File: src/rtl/bmx_params.svh
`ifndef BMX_PARAMS_SVH
`define BMX_PARAMS_SVH

// register locations as seen by the host, base address added at integration
`define BMX_OFS_GRP_A   16'hf101
`define BMX_OFS_GRP_B   16'hf102
`define BMX_OFS_GRP_C   16'hf103
`define BMX_OFS_GRP_D   16'hf104
`define BMX_OFS_DIR     16'hf105

// width of the register address input
`define BMX_ADDR_W      3
// pin group geometry
`define BMX_NGRP        4
`define BMX_GRP_W       8

// reset values
`define BMX_OUT_RST     8'h00
`define BMX_DIR_RST     4'h0
`define BMX_RDATA_RST   8'h00

// read value for unmapped or write-only locations
`define BMX_RD_NONE     8'h00

// direction encoding
`define BMX_DIR_OUT     1'b1
`define BMX_DIR_IN      1'b0

`endif

File: src/rtl/bmx_pkg.sv
`include "bmx_params.svh"

package bmx_pkg;

  typedef logic [`BMX_GRP_W-1:0]  bmx_byte_t;
  typedef logic [`BMX_ADDR_W-1:0] bmx_addr_t;

  // decoded target of a bus access
  typedef enum logic [2:0] {
    BMX_SEL_GRP_A = 3'h0,
    BMX_SEL_GRP_B = 3'h1,
    BMX_SEL_GRP_C = 3'h2,
    BMX_SEL_GRP_D = 3'h3,
    BMX_SEL_DIR   = 3'h4,
    BMX_SEL_NONE  = 3'h7
  } bmx_sel_t;

  // the address input carries the low bits of the full offset
  function automatic bmx_addr_t bmx_idx(input logic [15:0] ofs);
    bmx_idx = ofs[`BMX_ADDR_W-1:0];
  endfunction : bmx_idx

endpackage : bmx_pkg

File: src/rtl/bmx_wr_if.sv
`timescale 1ns/100ps
`include "bmx_params.svh"

interface bmx_wr_if #(
  parameter int NGRP = `BMX_NGRP,
  parameter int W    = `BMX_GRP_W
);
  logic [NGRP-1:0]        grp_wr;
  logic                   dir_wr;
  logic [W-1:0]           wdata;
  logic [NGRP-1:0][W-1:0] out_val;
  logic [NGRP-1:0]        dir;

  modport drv (output grp_wr, output dir_wr, output wdata, input out_val, input dir);
  modport rcv (input grp_wr, input dir_wr, input wdata, output out_val, output dir);
endinterface : bmx_wr_if

File: src/rtl/bmx_sync.sv
`timescale 1ns/100ps

module bmx_sync #(
  parameter int W = 8
) (
  // clock and reset
  input  wire logic         clk_sys,
  input  wire logic         rst,
  // asynchronous pin level in, synchronised level out
  input  wire logic [W-1:0] async_in,
  output logic      [W-1:0] sync_out
);

  logic [W-1:0] stage1;
  logic [W-1:0] next_stage1;
  logic [W-1:0] next_sync_out;

  // first stage feeds only the second
  always_comb begin
    next_stage1   = async_in;
    next_sync_out = stage1;
    if (rst) begin
      next_stage1   = '0;
      next_sync_out = '0;
    end
  end

  always_ff @(posedge clk_sys) begin
    stage1   <= next_stage1;
    sync_out <= next_sync_out;
  end

endmodule : bmx_sync

File: src/rtl/bmx_regfile.sv
`timescale 1ns/100ps
`include "bmx_params.svh"

module bmx_regfile #(
  parameter int NGRP = `BMX_NGRP,
  parameter int W    = `BMX_GRP_W
) (
  // clock and active-high reset
  input  wire logic clk_sys,
  input  wire logic rst,
  // write strobes in, held values out
  bmx_wr_if.rcv     wif
);

  // per-group reset direction, sized to the group count so each group takes one bit
  localparam logic [NGRP-1:0] DIR_RST = `BMX_DIR_RST;

  genvar g;
  generate
    for (g = 0; g < NGRP; g++) begin : gen_grp
      logic [W-1:0] out_q;
      logic [W-1:0] next_out_q;
      logic         dir_q;
      logic         next_dir_q;

      always_comb begin
        next_out_q = out_q;
        next_dir_q = dir_q;
        if (rst) begin
          next_out_q = `BMX_OUT_RST;
          next_dir_q = DIR_RST[g];
        end else begin
          if (wif.grp_wr[g]) begin
            next_out_q = wif.wdata;
          end
          if (wif.dir_wr) begin
            next_dir_q = wif.wdata[g];
          end
        end
      end

      always_ff @(posedge clk_sys) begin
        out_q <= next_out_q;
        dir_q <= next_dir_q;
      end

      assign wif.out_val[g] = out_q;
      assign wif.dir[g]     = dir_q;
    end
  endgenerate

endmodule : bmx_regfile

File: src/rtl/bmx_io_expander.sv
`timescale 1ns/100ps
`include "bmx_params.svh"


module bmx_io_expander #(
  parameter int NGRP = `BMX_NGRP,
  parameter int W    = `BMX_GRP_W
) (
  // clock and reset
  input  wire logic                   clk_sys,
  input  wire logic                   nrst,
  // host bus
  input  wire logic                   cs,
  input  wire logic                   wr,
  input  wire logic                   rd,
  input  wire logic                   penable,
  input  wire logic [`BMX_ADDR_W-1:0] addr,
  input  wire logic [W-1:0]           write_data,
  output logic      [W-1:0]           read_data,
  // pin groups a..d, index 0 is group a
  input  wire logic [NGRP-1:0][W-1:0] pin_in,
  output logic      [NGRP-1:0][W-1:0] pin_out,
  output logic      [NGRP-1:0][W-1:0] pin_oe_n
);

  logic                    rst;
  bmx_pkg::bmx_sel_t       sel;
  logic [NGRP-1:0][W-1:0]  pin_sync;
  logic [W-1:0]            next_read_data;
  logic                    wr_hit;

  bmx_wr_if #(.NGRP(NGRP), .W(W)) wif ();

  assign rst = ~nrst;

  always_comb begin
    if (addr == bmx_pkg::bmx_idx(`BMX_OFS_GRP_A)) begin
      sel = bmx_pkg::BMX_SEL_GRP_A;
    end else if (addr == bmx_pkg::bmx_idx(`BMX_OFS_GRP_B)) begin
      sel = bmx_pkg::BMX_SEL_GRP_B;
    end else if (addr == bmx_pkg::bmx_idx(`BMX_OFS_GRP_C)) begin
      sel = bmx_pkg::BMX_SEL_GRP_C;
    end else if (addr == bmx_pkg::bmx_idx(`BMX_OFS_GRP_D)) begin
      sel = bmx_pkg::BMX_SEL_GRP_D;
    end else if (addr == bmx_pkg::bmx_idx(`BMX_OFS_DIR)) begin
      sel = bmx_pkg::BMX_SEL_DIR;
    end else begin
      sel = bmx_pkg::BMX_SEL_NONE;
    end
  end

  assign wr_hit      = cs & wr & penable;
  assign wif.dir_wr  = wr_hit & (sel == bmx_pkg::BMX_SEL_DIR);
  // write data straight to the holding registers
  assign wif.wdata   = write_data;

  bmx_regfile #(.NGRP(NGRP), .W(W)) u_regs (
    .clk_sys (clk_sys),
    .rst     (rst),
    .wif     (wif)
  );

  genvar g;
  generate
    for (g = 0; g < NGRP; g++) begin : gen_grp
      assign wif.grp_wr[g] = wr_hit & (sel == bmx_pkg::bmx_sel_t'(g));

      // pins are asynchronous to clk_sys
      bmx_sync #(.W(W)) u_sync (
        .clk_sys  (clk_sys),
        .rst      (rst),
        .async_in (pin_in[g]),
        .sync_out (pin_sync[g])
      );

      assign pin_out[g]  = wif.out_val[g];
      assign pin_oe_n[g] = {W{wif.dir[g] != `BMX_DIR_OUT}};
    end
  endgenerate

  // read data registered; direction register reads as zero since it is write-only
  always_comb begin
    next_read_data = read_data;
    if (rst) begin
      next_read_data = `BMX_RDATA_RST;
    end else if (cs && rd) begin
      case (sel)
        bmx_pkg::BMX_SEL_GRP_A: next_read_data = pin_sync[0];
        bmx_pkg::BMX_SEL_GRP_B: next_read_data = pin_sync[1];
        bmx_pkg::BMX_SEL_GRP_C: next_read_data = pin_sync[2];
        bmx_pkg::BMX_SEL_GRP_D: next_read_data = pin_sync[3];
        default:                next_read_data = `BMX_RD_NONE;
      endcase
    end
  end

  always_ff @(posedge clk_sys) begin
    read_data <= next_read_data;
  end

endmodule : bmx_io_expander

File: config.mk
export PLATFORM = sky130hd
export DESIGN_NAME = bmx_io_expander
export DESIGN_NICKNAME = d
export VERILOG_FILES = /design/src/rtl/bmx_pkg.sv /design/src/rtl/bmx_wr_if.sv /design/src/rtl/bmx_sync.sv /design/src/rtl/bmx_regfile.sv /design/src/rtl/bmx_io_expander.sv
export VERILOG_INCLUDE_DIRS = /design/src /design/src/rtl
export SDC_FILE = /design/constraint.sdc
export NUM_CORES = 1
export LEC_CHECK = 0
export BUFFER_PORTS_ARGS = -buffer_cell sky130_fd_sc_hd__buf_2
export CORE_MARGIN = 3
export CORE_UTILIZATION = 50
export CTS_CLUSTER_DIAMETER = 80
export DETAILED_ROUTE_END_ITERATION = 10
export PLACE_DENSITY = 0.75
export SETUP_SLACK_MARGIN = 0.02
export SLEW_MARGIN = 20
export SYNTH_ARGS = -nofsm -noshare
export SYNTH_HDL_FRONTEND = slang
export SYNTH_SLANG_ARGS = --single-unit
File: constraint.sdc
create_clock -name clk_sys -period 1.5 [get_ports clk_sys]
set_clock_uncertainty 0.15 [all_clocks]
set_input_delay 0.15 -clock clk_sys [delete_from_list [all_inputs] [get_ports clk_sys]]
set_output_delay 0.15 -clock clk_sys [all_outputs]
set_load 0.02 [all_outputs]
==> impl_metrics.json, run 1 <==
{
  "status": "completed",
  "synthesis.nets": 403,
  "setup_slack_ns": 0.177,
  "cp-end-kind": "output pin",
  "routedWlPerCell_um": 13.3,
  "rsz0062_at_grt": "false",
  "crit_path_top_delay_cell": "dfxtp_1",
  "cts-hold-fix-buffers": 36,
  "drt_wl_total_mm": 7.70,
  "drc": 0,
  "portBuffers": 120,
  "finalCoreUtilization": 0.673,
  "final_area_mm2": 0.00468,
  "dpl_cell_area_mm2": 0.00412,
  "multi_input_area_mm2": 0.00115,
  "synth-edff-count": 0,
  "syn_avg_cell_area_um2": 10.4,
  "max_stage_delay_ns": 0.34,
  "reg2reg_from": "gen_grp[3].u_sync.sync_out[3]",
  "maxSlewHeadroom": 0.671,
  "p_int_mw": 3.93,
  "grt_pass1_vias": 2743,
  "pin_count": 121,
  "drive_gt1_frac": 0.311,
  "cts_tree": "done",
  "via_per_inst": 4.88,
  "coreArea_mm2": 0.00694,
  "critPathRequiredTime_ns": 1.20,
  "worst_pin_slew_ns": 0.493,
  "synthArstFlopShare": 0,
  "synth_top_area_frac": 0.589,
  "finalSetupTns_ns": 0,
  "ys_ff_latch": 108,
  "crit_buf_inv": 2,
  "critPathArrivalTime_ns": 1.02,
  "syn_area_mm2": 0.00367,
  "endpoint": "pin_oe_n[25]",
  "yosys-top-cells-area": "dfxtp_1, and2_1, buf_4",
  "grt_max_degree": 50,
  "power_frac_seq": 0.589,
  "seq_area_mm2": 0.00216,
  "fin_crit_sh": 0.882,
  "pre_cts_ws_ns": 0.0300,
  "hpwl_mm": 5.32,
  "ctsRootBufferMaster": "clkbuf_8",
  "dieWidth_um": 91.7,
  "critical_path.max_fanout": 8,
  "synthCells": 354,
  "finalHoldViolCount": 0,
  "critPathKind": "register to output pin",
  "clock_power_share": 0.339,
  "hold_ws_ns": 0.0241,
  "regToRegSetupSlack_ns": 0.39,
  "synth_top_cell_by_area": "dfxtp_1",
  "ys_seq_area_frac": 0.589,
  "fp.dieH_um": 91.7,
  "yosys_warnings": 0,
  "min_path_type": "input port to register",
  "antenna_found_initial": 0,
  "vias": 2824,
  "comb_power_share": 0.072,
  "firstDrtPassIters": 4,
  "numCtsBuffers": 9,
  "synth_top_cells_by_count": "dfxtp_1, and2_1, o21ai_1",
  "grt-ovfl-total": 0,
  "irDropWorstVdd_mv": 0.839,
  "layout_min_cycle_time_ns": 1.32,
  "startpoint": "u_regs.gen_grp[3].dir_q",
  "r2r_cells": 3,
  "powerDensity_mw_per_mm2": 1080,
  "fmax_mhz": 756,
  "finalNonFillerCells": 579,
  "synth_cell_types": 27,
  "die_area_mm2": 0.00841,
  "critPathLaunchType": "register",
  "track_usage": 0.189,
  "dpl.cell_count": 528,
  "cp_cell_sequence": "inv_1 -> buf_2",
  "postCtsSetupBuffers": 0,
  "nNetsFinal": 528,
  "ant_nets": 0,
  "slew_viol_final": 0,
  "clk-insertion-delay-late_ns": 0.36,
  "rows": 30,
  "p_sw_mw": 1.13,
  "worst-path-stages": 2,
  "fillers": 559,
  "areaGrowthSynthToFinish_pct": 27.3,
  "power.total_mw": 5.05,
  "clk_pin_slew_ns": 0.10,
  "grt_pass1_wl_mm": 12.7,
  "htree_levels": 3,
  "start_util": 0.529,
  "gp_congestion": 0.848,
  "setup_violations": 0,
  "antennaDiodeCount": 0,
  "reg2reg_to": "read_data[3]",
  "numClockSinks": 108,
  "post_cts_resized": 0,
  "yosysMostFrequentCell": "dfxtp_1",
  "drv_cap": 0,
  "cp_top_family": "flip-flops",
  "swShare": 0.223,
  "clk_path_buf_depth": 2,
  "synth_ff_type": "dfxtp_1",
  "drtIter0Drc": 137,
  "p_leak_nw": 2.02,
  "hold_start": "write_data[1]"
}
-- worst register-to-register path, stage by stage, from the launching register on --
cell and delay (ns):
dfxtp_1 0.31, a32oi_1 0.26, o21ai_1 0.10, a22o_1 0.19
-- routing by layer --
metal | global-route usage | share of wire | vias to the layer above
met5 | 0 | 0 | -
met4 | 0.0879 | 0.023 | 0
met3 | 0.0468 | 0.064 | 14
met2 | 0.329 | 0.50 | 110
met1 | 0.216 | 0.41 | 1281
li1 | - | - | 1419
-- flip-flops by register name, summed over array words and instances, names as in the netlist --
signal / cells
gen_grp.u_sync.sync_out: 32
u_regs.gen_grp.dir_q: 4
read_data: 8
u_regs.gen_grp.out_q: 32
gen_grp.u_sync.stage1: 32
-- power by group through the flow --
stage	sequential (mW)	clock [mW]	combinational (mW)
after floorplan	3.05	0	0.170
after global placement	3.04	0	0.287
after detailed placement	3.04	0	0.292
after CTS	2.98	1.77	0.364
after global routing	2.98	1.89	0.407
final	2.97	1.71	0.366
-- worst min-delay path by stage --
stage	end	slack (ns)	depth (start not counted)
floorplan	gen_grp[3].u_sync.stage1[6]	0.12	1
global placement	gen_grp[0].u_sync.stage1[5]	0.21	2
detailed placement	gen_grp[1].u_sync.stage1[1]	0.21	2
CTS	u_regs.gen_grp[3].out_q[3]	0.008	3
global route	u_regs.gen_grp[3].out_q[1]	0.04	3
finish	u_regs.gen_grp[1].out_q[1]	0.02	3
-- cells in the final DEF, fill, tap and decap left out, drive strengths merged --
| cell type | Yosys | layout |
|---|---|---|
| a21boi | 1 | 1 |
| a22o | 8 | 8 |
| a22oi | 8 | 8 |
| a32oi | 8 | 8 |
| and2 | 64 | 64 |
| and3b | 1 | 1 |
| and4b | 1 | 1 |
| buf | 41 | 129 |
| bufinv | 0 | 1 |
| clkbuf | 10 | 9 |
| clkinv | 0 | 3 |
| dfxtp | 108 | 108 |
| dlygate4sd3 | 0 | 36 |
| inv | 4 | 6 |
| nand2 | 10 | 10 |
| nand3 | 38 | 38 |
| nand4 | 1 | 1 |
| nor2 | 2 | 2 |
| nor2b | 2 | 2 |
| o21ai | 44 | 44 |
| or3 | 1 | 1 |
| or3b | 1 | 1 |
| xor2 | 1 | 1 |
-- layout make-up --
| cell class | instances | share of cell area |
|---|---|---|
| flip-flops and latches | 108 | 0.462 |
| multi-input cells | 191 | 0.247 |
| clock inverters | 6 | 0.0155 |
| inverters | 4 | 0.00321 |
| repair buffers | 165 | 0.220 |
| well taps | 96 | 0.0257 |
| clock buffers | 9 | 0.0265 |
-- cell families after synthesis --
| kind of cell | Yosys count | share of synthesized area |
|---|---|---|
| DFF | 108 | 0.589 |
| and+or+nand+nor | 121 | 0.195 |
| buffers and inverters | 55 | 0.0974 |
| xor gates and xnor gates | 1 | 0.00238 |
| AOI/OAI and AO/OA | 69 | 0.116 |
Power figures use the tool's default switching activity.
==> inputs of run 2 (changes only) <==
--- a/config.mk
+++ b/config.mk
@@ -7,7 +7,7 @@
 export NUM_CORES = 1
 export LEC_CHECK = 0
 export BUFFER_PORTS_ARGS = -buffer_cell sky130_fd_sc_hd__buf_2
-export CORE_MARGIN = 3
+export CORE_MARGIN = 2
 export CORE_UTILIZATION = 50
 export CTS_CLUSTER_DIAMETER = 80
 export DETAILED_ROUTE_END_ITERATION = 10
==> run 2 against run 1 <==
Effect of this change: setup slack improved by 0.00066 ns; clock-buffer cell count increased by 3; maximum frequency about the same; non-clock buffer count decreased by 2; via count decreased by 0.60%; hold slack got worse by 0.0026 ns; combinational power increased by 1%; final area about the same; largest cell class unchanged.
==> impl_metrics.json, run 2 (same netlist as run 1, synthesis figures left out) <==
{
  "status": "completed",
  "critPathLaunchType": "register",
  "drive_gt1_frac": 0.306,
  "hold_ws_ns": 0.0215,
  "track_usage": 0.194,
  "drt_wl_total_mm": 7.65,
  "pin_count": 121,
  "power.total_mw": 5.08,
  "post_cts_resized": 0,
  "start_util": 0.512,
  "dieWidth_um": 89.7,
  "layout_min_cycle_time_ns": 1.32,
  "fmax_mhz": 756,
  "gp_congestion": 0.800,
  "ant_nets": 0,
  "final_common_cell": "buf_2",
  "vias": 2807,
  "critPathKind": "register to output pin",
  "portBuffers": 120,
  "fin_crit_sh": 0.881,
  "coreArea_mm2": 0.00718,
  "cp-end-kind": "output pin",
  "min_path_type": "input port to register",
  "gr-usage-met1": 0.217,
  "antenna_found_initial": 0,
  "finalHoldViolCount": 0,
  "numClockSinks": 108,
  "irDropWorstVdd_mv": 0.620,
  "powerDensity_mw_per_mm2": 1090,
  "dpl_cell_area_mm2": 0.00412,
  "numCtsBuffers": 9,
  "drtIter0Drc": 99,
  "routedWlPerCell_um": 13.2,
  "drv_cap": 0,
  "finalSetupTns_ns": 0,
  "postCtsSetupBuffers": 0,
  "final_area_mm2": 0.00468,
  "firstDrtPassIters": 4,
  "met3_usage": 0.0528,
  "biggestRegsByFlops": "gen_grp.u_sync.stage1: 32 flops, gen_grp.u_sync.sync_out: 32 flops, u_regs.gen_grp.out_q: 32 flops",
  "multi_input_area_mm2": 0.00115,
  "rows": 31,
  "fillers": 592,
  "grt_pass1_wl_mm": 12.3,
  "htree_levels": 3,
  "seq_area_mm2": 0.00216,
  "clk-insertion-delay-late_ns": 0.35,
  "critical_path.max_fanout": 8,
  "critPathRequiredTime_ns": 1.20,
  "ctsRootBufferMaster": "clkbuf_8",
  "setup_violations": 0,
  "busiest_layer": "met2",
  "rsz0062_at_grt": "false",
  "clk_pin_slew_ns": 0.09,
  "cts_tree": "done",
  "areaGrowthSynthToFinish_pct": 27.4,
  "die_area_mm2": 0.00805,
  "nNetsFinal": 526,
  "drc": 0,
  "grt_max_degree": 81,
  "cts-hold-fix-buffers": 36,
  "final_cell_mix": "buf_2, dfxtp_1, and2_1",
  "grt_pass1_vias": 2583,
  "p_leak_nw": 2.01,
  "slew_viol_final": 0,
  "hpwl_mm": 4.98,
  "fp.dieH_um": 89.7,
  "critPathArrivalTime_ns": 1.02,
  "via_per_inst": 4.84,
  "gr-usage-met2": 0.343,
  "worst_pin_slew_ns": 0.708,
  "grt-ovfl-total": 0,
  "maxSlewHeadroom": 0.527,
  "antennaDiodeCount": 0,
  "clk_path_buf_depth": 2
}
==> run 2: layout make-up <==
cell class | count | area share
repair buffers | 163 | 0.219
inverters | 4 | 0.00321
clock inverters | 3 | 0.00936
flip-flops and latches | 108 | 0.462
multi-input cells | 191 | 0.247
well taps | 99 | 0.0265
clock buffers | 12 | 0.0332
==> run 2: report_power, final <==
part / leakage, nW / internal, mW / switching (mW)
logic: 1.03 / 0.189 / 0.181
registers: 0.884 / 2.95 / 0.0213
clock network: 0.103 / 0.859 / 0.880
==> run 2: path summary, 6_finish.rpt <==
path | from | endpoint | slack (ns) | cells past startpoint
max reg2reg | gen_grp[3].u_sync.sync_out[1] | read_data[1] | 0.39 | 3
min | write_data[2] | u_regs.gen_grp[0].out_q[2] | 0.02 | 3
max | u_regs.gen_grp[3].dir_q | pin_oe_n[27] | 0.18 | 2
min reg2reg | gen_grp[3].u_sync.stage1[4] | gen_grp[3].u_sync.sync_out[4] | 0.29 | 1
==> run 2: stage by stage <==
step	util	std cells	setup slack, ns
5_1_grt	0.652	580	0.0949
3_5_place_dp	0.574	529	0.0159
4_1_cts	0.652	580	0.162
3_3_place_gp	0.574	529	0.0463
2_1_floorplan	-	354	0.240
6_report	0.652	580	0.178
==> run 2: critical path, cell delays in order, from the launching register on <==
cell	delay [ns]
dfxtp_1	0.32
inv_1	0.15
buf_2	0.20
==> run 2: metal layers <==
layer	up-vias	part of all wire
li1	1414	-
met1	1261	0.41
met2	119	0.51
met3	13	0.066
met4	0	0.018
met5	-	0
